`src/logic/adsd_params.svh`:
```
// Register offsets, control bit positions, reset values and counts of the sample demultiplexer
`ifndef ADSD_PARAMS_SVH
`define ADSD_PARAMS_SVH

// Register byte offsets on the Wishbone slave
`define ADSD_CTRL_OFFS   4'h0
`define ADSD_STAT_OFFS   4'h4
`define ADSD_CNT_OFFS    4'h8

// Control register bit positions
`define ADSD_CTRL_MRST   0
`define ADSD_CTRL_RATIO  1
`define ADSD_CTRL_ICLK   2
`define ADSD_CTRL_OCLK   3
`define ADSD_CTRL_STGN   4
`define ADSD_CTRL_SLPN   5
`define ADSD_CTRL_DCEN   6
`define ADSD_CTRL_BSTN   7

// Every control bit idles high, as an open pin would read
`define ADSD_CTRL_RST    8'hff

// Status register bit positions
`define ADSD_STAT_SLOT   0
`define ADSD_STAT_MRST   2
`define ADSD_STAT_CLK    3
`define ADSD_STAT_SLEEP  4

// Pin synchroniser depth and output port count
`define ADSD_SYNC_STAGES 2
`define ADSD_PORTS       4

`endif

```
`src/logic/adsd_pkg.sv`:
```
// Types shared by the sample demultiplexer
package adsd_pkg;

  typedef logic [9:0]  adsd_word_t;
  typedef logic [1:0]  adsd_slot_t;
  typedef logic [7:0]  adsd_ctrl_t;
  typedef logic [15:0] adsd_count_t;

  typedef enum logic {
    ADSD_RATIO_2 = 1'b0,
    ADSD_RATIO_4 = 1'b1
  } adsd_ratio_e;

endpackage : adsd_pkg

```
`src/logic/adsd_stream_demux.sv`:
```
// Sample stream demultiplexer 1:2 / 1:4 with Wishbone control and status
//
// Summary of operation
// - Ratio select low splits samples over two ports, high over four ports.
// - In two-way ratio ports C and D carry no valid data.
// - Four-way ratio spreads the extra bit over all four ports' extra outputs.
// - Two-way ratio spreads the extra bit over ports A and B only.
// - Staggered mode puts each port's ready clock on its extra-bit output.
// - Input clock type 0 is single-edge, 1 is dual-edge.
// - Output clock type 1 gives single-edge ready clock, 0 dual-edge.
// - Single-edge: rising edges only, clock rate equals data rate.
// - Dual-edge: both edges active, clock rate is half the data rate.
// - Input and output clock types are chosen independently.
// - Input clock type defaults to dual-edge when left open.
// - Four-way ratio: ready clock and data toggle at quarter input rate.
// - Staggered select high or open presents all ports together.
// - Staggered select low presents port packets one after another.
// - Sleep, delay enable, staggered select, self test are active low, idle high.
// - Master reset is active high, asserted when open, low releases it.
// - Sleep freezes all outputs at fixed valid levels.
// - Delay-cell input reaches its output only while the enable is asserted.
// - One master reset keeps ports phase aligned forever, no resync.
// - Staggered mode offsets successive ports by one input sample: half an output period at 1:2, a quarter at 1:4.
// - Self test toggles every data bit of the active ports once per input sample.
`timescale 1ns/1ps
`include "adsd_params.svh"

module adsd_stream_demux #(
  parameter int unsigned AW = 4
) (
  input  wire logic               clk_sys_i,
  input  wire logic               rst_n_i,
  input  wire logic               wb_cyc_i,
  input  wire logic               wb_stb_i,
  input  wire logic               wb_we_i,
  input  wire logic [AW-1:0]      wb_adr_i,
  input  wire logic [3:0]         wb_sel_i,
  input  wire logic [31:0]        wb_dat_i,
  output logic      [31:0]        wb_dat_o,
  output logic                    wb_ack_o,
  input  wire logic               input_clock_i,
  input  wire adsd_pkg::adsd_word_t sample_data_i,
  input  wire logic               extra_input_bit_i,
  input  wire logic               delay_cell_in_i,
  output adsd_pkg::adsd_word_t    port_a_data_o,
  output adsd_pkg::adsd_word_t    port_b_data_o,
  output adsd_pkg::adsd_word_t    port_c_data_o,
  output adsd_pkg::adsd_word_t    port_d_data_o,
  output logic                    port_a_extra_bit_o,
  output logic                    port_b_extra_bit_o,
  output logic                    port_c_extra_bit_o,
  output logic                    port_d_extra_bit_o,
  output logic                    data_ready_out_clock_o,
  output logic                    delay_cell_out_o
);
  import adsd_pkg::*;

  localparam int unsigned NP = `ADSD_PORTS;
  localparam int unsigned SW = 13;

  // Control and decoded mode bits
  adsd_ctrl_t  ctrl_r;
  adsd_count_t word_cnt_r;
  logic        ack_r;
  logic [31:0] dat_r;

  wire master_reset      = ctrl_r[`ADSD_CTRL_MRST];
  wire ratio_select      = ctrl_r[`ADSD_CTRL_RATIO];
  wire input_clock_type  = ctrl_r[`ADSD_CTRL_ICLK];
  wire output_clock_type = ctrl_r[`ADSD_CTRL_OCLK];
  wire staggered         = ~ctrl_r[`ADSD_CTRL_STGN];
  wire sleep_act         = ~ctrl_r[`ADSD_CTRL_SLPN];
  wire delay_cell_enable = ~ctrl_r[`ADSD_CTRL_DCEN];
  wire self_test_act     = ~ctrl_r[`ADSD_CTRL_BSTN];
  wire dual_edge_output_mode = ~output_clock_type;
  wire run_lock          = master_reset | ~rst_n_i;

  // Pin synchronisers: the first stage feeds only the second
  logic [SW-1:0] sync1_r;
  logic [SW-1:0] sync2_r;
  logic          clk_d_r;
  wire  [SW-1:0] pins_async = {delay_cell_in_i, extra_input_bit_i, sample_data_i, input_clock_i};

  always_ff @(posedge clk_sys_i) begin
    sync1_r <= pins_async;
    sync2_r <= sync1_r;
  end

  always_ff @(posedge clk_sys_i) begin
    if (run_lock) begin
      clk_d_r <= 1'b0;
    end else begin
      clk_d_r <= sync2_r[0];
    end
  end

  wire        clk_lvl    = sync2_r[0];
  adsd_word_t samp_w;
  assign samp_w = sync2_r[10:1];
  wire        xbit_w     = sync2_r[11];
  wire        dci_w      = sync2_r[12];

  // Edge detection on the sampled link clock
  wire clk_rise = clk_lvl & ~clk_d_r;
  wire clk_fall = ~clk_lvl & clk_d_r;
  // Data is taken in the same cycle as the edge, so both paths see equal latency
  wire edge_hit = clk_rise | (input_clock_type & clk_fall);
  wire strobe   = edge_hit & ~sleep_act & ~run_lock;

  // Slot rotation over the active ports
  adsd_slot_t slot_r;
  adsd_slot_t last_slot;
  adsd_slot_t half_slot;
  adsd_slot_t slot_nxt;

  assign last_slot = (ratio_select == ADSD_RATIO_4) ? 2'h3 : 2'h1;
  assign half_slot = (ratio_select == ADSD_RATIO_4) ? 2'h2 : 2'h1;
  assign slot_nxt  = (slot_r == last_slot) ? 2'h0 : slot_r + 2'h1;

  // Counter is never cleared by data, so alignment holds after one reset
  always_ff @(posedge clk_sys_i) begin
    if (run_lock) begin
      slot_r <= 2'h0;
    end else if (strobe) begin
      slot_r <= slot_nxt;
    end
  end

  wire group_done = strobe & (slot_r == last_slot);
  wire group_half = strobe & (slot_r == (half_slot - 2'h1));

  // Per-port capture, output and ready clock
  adsd_word_t hold_r [NP];
  adsd_word_t out_r  [NP];
  logic [NP-1:0] xhold_r;
  logic [NP-1:0] xout_r;
  logic [NP-1:0] rdy_r;

  genvar k;
  generate
    for (k = 0; k < NP; k = k + 1) begin : g_port
      wire adsd_slot_t kk = 2'(k);
      wire active   = (kk <= last_slot);
      wire own_slot = (slot_r == kk);
      wire upd_slot = staggered ? own_slot : (slot_r == last_slot);
      wire upd      = strobe & active & upd_slot;
      wire adsd_slot_t clr_slot = staggered ? ((kk + half_slot) & last_slot) : (half_slot - 2'h1);
      wire clr      = strobe & active & (slot_r == clr_slot);
      wire adsd_word_t dsel = own_slot ? samp_w : hold_r[k];
      wire xsel     = own_slot ? xbit_w : xhold_r[k];
      wire rdy_nxt;
      wire xdat_nxt;
      wire adsd_word_t dat_nxt;

      // Dual-edge toggles once per word; single-edge rises per word, falls mid-word
      assign rdy_nxt = upd ? (dual_edge_output_mode ? ~rdy_r[k] : 1'b1) :
                       ((clr & output_clock_type) ? 1'b0 : rdy_r[k]);
      assign dat_nxt = self_test_act ? (strobe & active ? ~out_r[k] : out_r[k]) :
                       (upd ? dsel : out_r[k]);
      assign xdat_nxt = self_test_act ? (strobe & active ? ~xout_r[k] : xout_r[k]) :
                        (upd ? xsel : xout_r[k]);

      always_ff @(posedge clk_sys_i) begin
        if (run_lock) begin
          hold_r[k]  <= '0;
          xhold_r[k] <= 1'b0;
        end else if (strobe & own_slot) begin
          hold_r[k]  <= samp_w;
          xhold_r[k] <= xbit_w;
        end
      end

      always_ff @(posedge clk_sys_i) begin
        if (run_lock) begin
          out_r[k] <= '0;
          rdy_r[k] <= 1'b0;
        end else begin
          out_r[k] <= dat_nxt;
          rdy_r[k] <= rdy_nxt;
        end
      end

      // Extra-bit pin doubles as the port clock in staggered mode
      always_ff @(posedge clk_sys_i) begin
        if (run_lock) begin
          xout_r[k] <= 1'b0;
        end else begin
          xout_r[k] <= staggered ? rdy_nxt : xdat_nxt;
        end
      end
    end
  endgenerate

  assign port_a_data_o      = out_r[0];
  assign port_b_data_o      = out_r[1];
  assign port_c_data_o      = out_r[2];
  assign port_d_data_o      = out_r[3];
  assign port_a_extra_bit_o = xout_r[0];
  assign port_b_extra_bit_o = xout_r[1];
  assign port_c_extra_bit_o = xout_r[2];
  assign port_d_extra_bit_o = xout_r[3];

  // Common ready clock follows the simultaneous word boundary
  logic drdy_r;
  wire  drdy_nxt = group_done ? (dual_edge_output_mode ? ~drdy_r : 1'b1) :
                   ((group_half & output_clock_type) ? 1'b0 : drdy_r);

  always_ff @(posedge clk_sys_i) begin
    if (run_lock) begin
      drdy_r <= 1'b0;
    end else begin
      drdy_r <= drdy_nxt;
    end
  end

  assign data_ready_out_clock_o = drdy_r;

  // Delay cell: logic path only, the analog tuning has no model here
  logic dco_r;
  wire  dco_nxt = sleep_act ? dco_r : (delay_cell_enable & dci_w);

  always_ff @(posedge clk_sys_i) begin
    if (!rst_n_i) begin
      dco_r <= 1'b0;
    end else begin
      dco_r <= dco_nxt;
    end
  end

  assign delay_cell_out_o = dco_r;

  // Completed words, wraps silently
  always_ff @(posedge clk_sys_i) begin
    if (run_lock) begin
      word_cnt_r <= '0;
    end else if (group_done) begin
      word_cnt_r <= word_cnt_r + 16'h0001;
    end
  end

  // Wishbone classic slave, one wait state, unmapped reads return zero
  wire req       = wb_cyc_i & wb_stb_i;
  wire take      = req & ~ack_r;
  wire hit_ctrl  = (wb_adr_i == `ADSD_CTRL_OFFS);
  wire hit_stat  = (wb_adr_i == `ADSD_STAT_OFFS);
  wire hit_cnt   = (wb_adr_i == `ADSD_CNT_OFFS);
  // Write lands on the edge where the master samples ack
  wire ctrl_wr   = req & ack_r & wb_we_i & hit_ctrl & wb_sel_i[0];

  wire [31:0] stat_word = {27'h0000000,
                           sleep_act,
                           clk_lvl,
                           master_reset,
                           slot_r};
  wire [31:0] rd_word   = hit_ctrl ? {24'h000000, ctrl_r} :
                          hit_stat ? stat_word :
                          hit_cnt  ? {16'h0000, word_cnt_r} : 32'h00000000;

  // Reset reads as asserted and all modes idle inactive until written
  always_ff @(posedge clk_sys_i) begin
    if (!rst_n_i) begin
      ctrl_r <= `ADSD_CTRL_RST;
    end else if (ctrl_wr) begin
      ctrl_r <= wb_dat_i[7:0];
    end
  end

  always_ff @(posedge clk_sys_i) begin
    if (!rst_n_i) begin
      ack_r <= 1'b0;
    end else begin
      ack_r <= take;
    end
  end

  always_ff @(posedge clk_sys_i) begin
    if (!rst_n_i) begin
      dat_r <= 32'h00000000;
    end else if (take) begin
      dat_r <= rd_word;
    end
  end

  assign wb_ack_o = ack_r;
  assign wb_dat_o = dat_r;

endmodule : adsd_stream_demux

```
`config.mk`:
```
export PLATFORM = sky130hd
export DESIGN_NAME = adsd_stream_demux
export DESIGN_NICKNAME = d
export VERILOG_FILES = /design/src/logic/adsd_pkg.sv /design/src/logic/adsd_stream_demux.sv
export VERILOG_INCLUDE_DIRS = /design/src /design/src/logic
export SDC_FILE = /design/constraint.sdc
export NUM_CORES = 1
export LEC_CHECK = 0
export ABC_CLOCK_PERIOD_IN_PS = 2500
export BUFFER_PORTS_ARGS = -buffer_cell sky130_fd_sc_hd__buf_4
export CORE_MARGIN = 2
export CORE_UTILIZATION = 50
export DETAILED_ROUTE_END_ITERATION = 12
export PLACE_DENSITY = 0.75
export SLEW_MARGIN = 15
export SYNTH_ARGS = -nofsm -noshare
export SYNTH_HDL_FRONTEND = slang
export SYNTH_SLANG_ARGS = --single-unit
```
`constraint.sdc`:
```
create_clock -name clk_sys_i -period 2.5 [get_ports clk_sys_i]
set_clock_uncertainty 0.1 [all_clocks]
set_input_delay 0.125 -clock clk_sys_i [delete_from_list [all_inputs] [get_ports clk_sys_i]]
set_output_delay 0.125 -clock clk_sys_i [all_outputs]
set_load 0.1 [all_outputs]
```
# [Yosys cells after proc, flatten, opt, wreduce, memory -nomap -nowiden]
# Memory sizes are Yosys's and may differ from the RTL's.
# Cells that the tools add are included.
[word_totals] register_bits=100 latch_bits=0 ram_bits=80 mem_bits_ro=0 output_inout_bits=79 wordCells=217 n_memories=2
[classes] n_addsub=6 mul=0 div_mod_pow=0 n_lt_le_gt_ge=4 n_eq_ne=19 n_shift=0 n_mux=88 bitwise=69 reduce_logical=7
[mem_list] memory="hold_r" words=4 word_bits=10 rd=4 rd_clocked_by_memory_dff=0 write_ports=4 line_no="adsd_stream_demux.sv:133" text="adsd_word_t hold_r [NP];"
[mem_list] memory="out_r" words=4 word_bits=10 rd=4 rd_clocked_by_memory_dff=0 write_ports=4 line_no="adsd_stream_demux.sv:134" text="adsd_word_t out_r [NP];"
[op_table] cell="10-bit 2-to-1 mux" count=24
[op_table] cell="1-bit 2-to-1 mux" count=54
[op_table] cell="16-bit 2-to-1 mux" count=3
[op_table] cell="10-bit NOT" count=4
[op_table] cell="1-bit AND" count=35
[op_table] cell="16-bit by 1-bit adder with 16-bit output (second input constant)" count=1
[op_table] cell="1-bit NOT" count=16
[op_table] cell="2-bit 2-to-1 mux" count=7
[op_table] cell="2-bit equality test" count=6
[op_table] cell="3-bit by 1-bit inequality test with 1-bit output (second input constant)" count=4
[op_table] cell="3-bit by 2-bit inequality test with 1-bit output (second input constant)" count=4
[op_table] cell="1-bit OR" count=10
[op_table] cell="2-bit AND" count=4
[op_table] cell="2-bit AND reduction" count=4
[op_table] cell="2-bit adder (first input constant)" count=2
[op_table] cell="2-bit equality test (second input constant)" count=2
[op_table] cell="4-bit by 3-bit equality test with 1-bit output (second input constant)" count=1
[op_table] cell="4-bit equality test (second input constant)" count=1
[op_table] cell="1-bit by 2-bit <= comparator with 1-bit output (first input constant)" count=2
[op_table] cell="2-bit <= comparator (first input constant)" count=2
[op_table] cell="4-bit logical NOT" count=1
[op_table] cell="1-bit by 2-bit adder with 2-bit output (first input constant)" count=1
[op_table] cell="2-bit by 1-bit adder with 2-bit output (second input constant)" count=1
[op_table] cell="2-bit by 1-bit equality test with 1-bit output (second input constant)" count=1
[op_table] cell="3 further kinds" count=3

# [Longest topological paths before layout]
[logic_depth] depth_word=12 mapped_depth=10 ltp_nobuf=7

# [Least setup slack after synthesis]
# Ideal clock, no wire load.
[synth_path] path_kind="register to register" start="register slot_r[0]" end="memory out_r[2][0] (netlist name)" setup_ns=0.128 arrival_time_ns=2.180 required_ns=2.272 slack_ns=0.092 stages_incl_launch_ff=11 n_path_buf=3 synth_period_minus_slack_ns=2.408 cell_sequence="dfxtp_1 > clkbuf_1 > inv_1 > ha_1 > clkbuf_1 > nor2b_1 > a31oi_1 > a21oi_1 > buf_2 > mux2i_1 > nor2_1"
[synth_rtl] item="start: declaration" line_no="adsd_stream_demux.sv:111" text="adsd_slot_t slot_r;"
[synth_rtl] item="start signal: assignment" line_no="adsd_stream_demux.sv:125" text="slot_r <= slot_nxt;"
[synth_rtl] item="end: declaration" line_no="adsd_stream_demux.sv:134"

# [Final worst setup path]
[layout_path] start="register ack_r, in the netlist wb_ack_o" end="register ctrl_r[6]"
[layout_via] elab_chain_cells=4
[layout_rtl] item="start: declaration" line_no="adsd_stream_demux.sv:64" text="logic ack_r;"
[layout_rtl] item="start signal: assignment" line_no="adsd_stream_demux.sv:272" text="ack_r <= take;"
[layout_rtl] item="1-bit AND (4 in series)" line_no="adsd_stream_demux.sv:248" text="wire ctrl_wr = req & ack_r & wb_we_i & hit_ctrl & wb_sel_i[0];"
[layout_rtl] item="end signal: assignment" line_no="adsd_stream_demux.sv:262" text="ctrl_r <= `ADSD_CTRL_RST;"
[layout_rtl] item="end signal: assignment" line_no="adsd_stream_demux.sv:264" text="ctrl_r <= wb_dat_i[7:0];"
[layout_rtl] item="end: declaration" line_no="adsd_stream_demux.sv:62" text="adsd_ctrl_t ctrl_r;"
# No other way between the ends.
# A chain may end at the register's enable or synchronous reset.

==> results.md <==
* CP Buf/Inv Count at 1
* Leak Pwr at between 3 and 4 nW
* Fin crit share at around nine tenths
* Max Slew Vio Count at 0
* Synth async-reset ratio at 0%
* Max_cap viols at 0
* Antenna violations before repair at 0
* Slew @ Worst Pin at around 0.76 ns
* Post-CTS Setup Repair Bufs at 0
* Clk pin slew, worst setup/hold paths at roughly 0.07 ns
* Latest clock arrival within the worst-skew pair at around 0.43 ns
* Cell Rows at between 40 and 50
* Post-synth top area cell: dfxtp_1
* Initial Util at approximately 51%
* H-tree depth at 4
* Ports at 137
* Routed WL at ~16000 um
* Warnings from Yosys at 0
* Relative slew slack at between 40% and 50%
* Crit end category: flip-flop
* Yosys top cell area share at approximately 34%
* Syn Inst Count at between 700 and 800
* Startpoint type of the worst setup path: flip-flop
* Nets at just under 900
* Sum Neg Setup Slack at 0 ns
* CTS tree: built
* F_max at about 450 MHz
* Min-Delay Path Class: in2reg
* Register area share after synthesis at 50.7%
* Post-Synthesis Cell Area at 0.00727 sq mm
* Detailed-route vias per instance at 5.48
* Clk sinks at 164
* WHS at ~0.012 ns
* Die area at between 0.015 and 0.02 sq mm
* Core Region at about 0.014 sq mm
* Post-synth EDFFs at 40
* Drt initial violations at between 300 and 400
* Buffer depth of the longest clock path at 2
* Total Power at ~5.6 mW
* DR vias at 5575
* DRT Pass-1 Iters at 5
* Hold Fails Final Rpt at 0
* Highest cell delay on the worst timing path at approximately 0.55 ns
* Pin count of the biggest net entering global routing at 27
* Vias in the first global route at between 5k and 6k
* PD cells at ~620 mW/mm^2
* GP Congestion at between 0.8 and 0.9
* Prevailing post-synth register cell: dfxtp_1
* Finish-stage setup viols at 0
* Main area contributors after synthesis: dfxtp_1, mux2i_1, edfxtp_1
* Global route overflow at 0
* First-pass GRT wire length at between 20000 and 30000 um
* Crit path max-delay family: simple AND/OR/NAND/NOR gates
* Die height at roughly 120 um
* Post_cts resized at 0
* Cts bufs inserted at 17
* # diodes at 0
* Syn_area_per_cell at a little over 10 sq um
* Critical Path RT at ~2.7 ns
* CTS Root Cell: clkbuf_16
* RSZ-0062 raised after global routing: false
* IO buf count at 93
* Worst vdd ir at 0.000491 V
* FF+latch count, synth at about 160
* Tmin final at 2.24 ns
* Crit path max-delay cell type: dlygate4sd3_1
* CP Max Fanout at 10
* Critical Path, Cell by Cell: nand4b_1, nor4_1, and3_1, mux2i_1, nand2_1, dlygate4sd3_1
* CP arrival at roughly 2.5 ns
* Share of cells above drive strength 1 at between 10% and 20%
* Status: finished clean
* Post-detail-place hpwl at approximately 11000 um
* Area Overhead vs Synth at 23.7%
* WS Path Type: reg2reg
* Die width at 125 um
* Global router's overall resource usage at between 20 and 25%
* Post-synth cell types at 52
* Drt wl/cell at between 15 and 20 um
* ANT nets after route at 0
* DRC errors left at 0
[state kept, by name, summed over array words and instances (netlist names), 2 cells and up]
signal      count
ctrl_r          8
out_r          40
wb_dat_o       16
hold_r         40
xhold_r         4
word_cnt_r     16
slot_r          2
sync2_r        13
rdy_r           4
sync1_r        13
[cells in the final DEF, fill, tap and decap left out, drive strengths merged, types with 18 or more instances in the layout]
cell and instances:
nand2 74, and3 44, edfxtp 40, nor2 58, a21oi 36, dlygate4sd3 31
clkbuf 18, buf 114, mux2i 124, dfxtp 124
[layout make-up]
| type | instances | area, sq um |
|---|---|---|
| multi-input cells | 486 | 3290 |
| inverters | 6 | 22.5 |
| clock buffers | 18 | 450 |
| repair buffers | 145 | 1170 |
| flip-flops and latches | 164 | 3680 |
| fillers | 1128 | 5370 |
| clock inverters | 14 | 151 |
| well taps | 184 | 230 |
[path summary, 6_finish.rpt]
| path | start | end | slack (ns) | cells past startpoint |
|---|---|---|---|---|
| setup / recovery | wb_ack_o | ctrl_r[6] | 0.26 | 6 |
| setup reg to reg | wb_ack_o | ctrl_r[6] | 0.26 | 6 |
| hold reg to reg | sync1_r[11] | sync2_r[11] | 0.23 | 0 |
| hold / removal | wb_adr_i[1] | wb_dat_o[7] | 0.01 | 4 |
[what timing repair did]
item,in CTS,in global routing
setup endpoints to repair,0,0
hold buffers,31,0
hold endpoints to repair,24,0
[worst reg2reg max path: cells and delay by family (launching register included)]
family | cells | cell delay, ns
buffers and inverters | 1 | 0.55
DFF | 1 | 0.36
muxes | 1 | 0.26
and+or+nand+nor | 4 | 0.87
[per-stage QoR]
| step | instance area, sq um | setup slack, ns | util (%) | instances |
|---|---|---|---|---|
| 2_1_floorplan | 7330 | 0.0921 | - | 724 |
| 3_3_place_gp | 8090 | 0.307 | 56.3 | 954 |
| 3_5_place_dp | 8090 | 0.258 | 56.3 | 954 |
| 4_1_cts | 9000 | 0.246 | 62.6 | 1017 |
| 5_1_grt | 9000 | 0.0616 | 62.6 | 1017 |
| 6_report | 9000 | 0.262 | 62.6 | 1017 |
[where the power goes]
group	internal [mW]	total, mW	leakage (nW)	switching (mW)
clock	1.40	2.60	0.295	1.20
combinational	0.0782	0.246	2.08	0.168
sequential	2.72	2.76	1.50	0.0333
[kinds of logic (layout without fill, tap and decap cells)]
kind of cell / count (synthesis) / in the layout / share of synthesized area [%]
and+or+nand+nor: 230 / 230 / 15.3
DFF: 164 / 164 / 50.7
muxes: 128 / 128 / 17.7
AOI/OAI and AO/OA: 90 / 90 / 8.12
buffers and inverters: 74 / 183 / 4.94
xor gates and xnor gates: 16 / 16 / 2.19
adders and majority gates: 6 / 6 / 1.03
other: 1 / 16 / 0.0516
[per-layer routing]
metal | vias to the layer above | GRT usage, % | routed length (um)
met3 | 26 | 5.76 | 823
met1 | 2668 | 26.5 | 7160
met2 | 166 | 36.4 | 8140
met4 | 0 | 8.59 | 357
li1 | 2715 | - | -
met5 | - | 0 | 0
[synth_stat cells, types with 4 or more instances]
master and n:
clkbuf_1 37, xor2_1 9, a21boi_0 4, buf_2 8, buf_4 19, o21ai_0 8
and2_1 4, nand3_1 8, a21oi_1 36, nor2b_1 5, edfxtp_1 40, xnor2_1 6
or3_1 7, mux2i_1 124, o211ai_1 4, mux2_2 4, and3_1 44, a22oi_1 16
buf_1 4, nor2_1 58, nand2_1 74, inv_1 5, nand4_1 10, nor3_1 4
dfxtp_1 124, o22ai_1 5, ha_1 6
(Power assumes the default switching activity.)
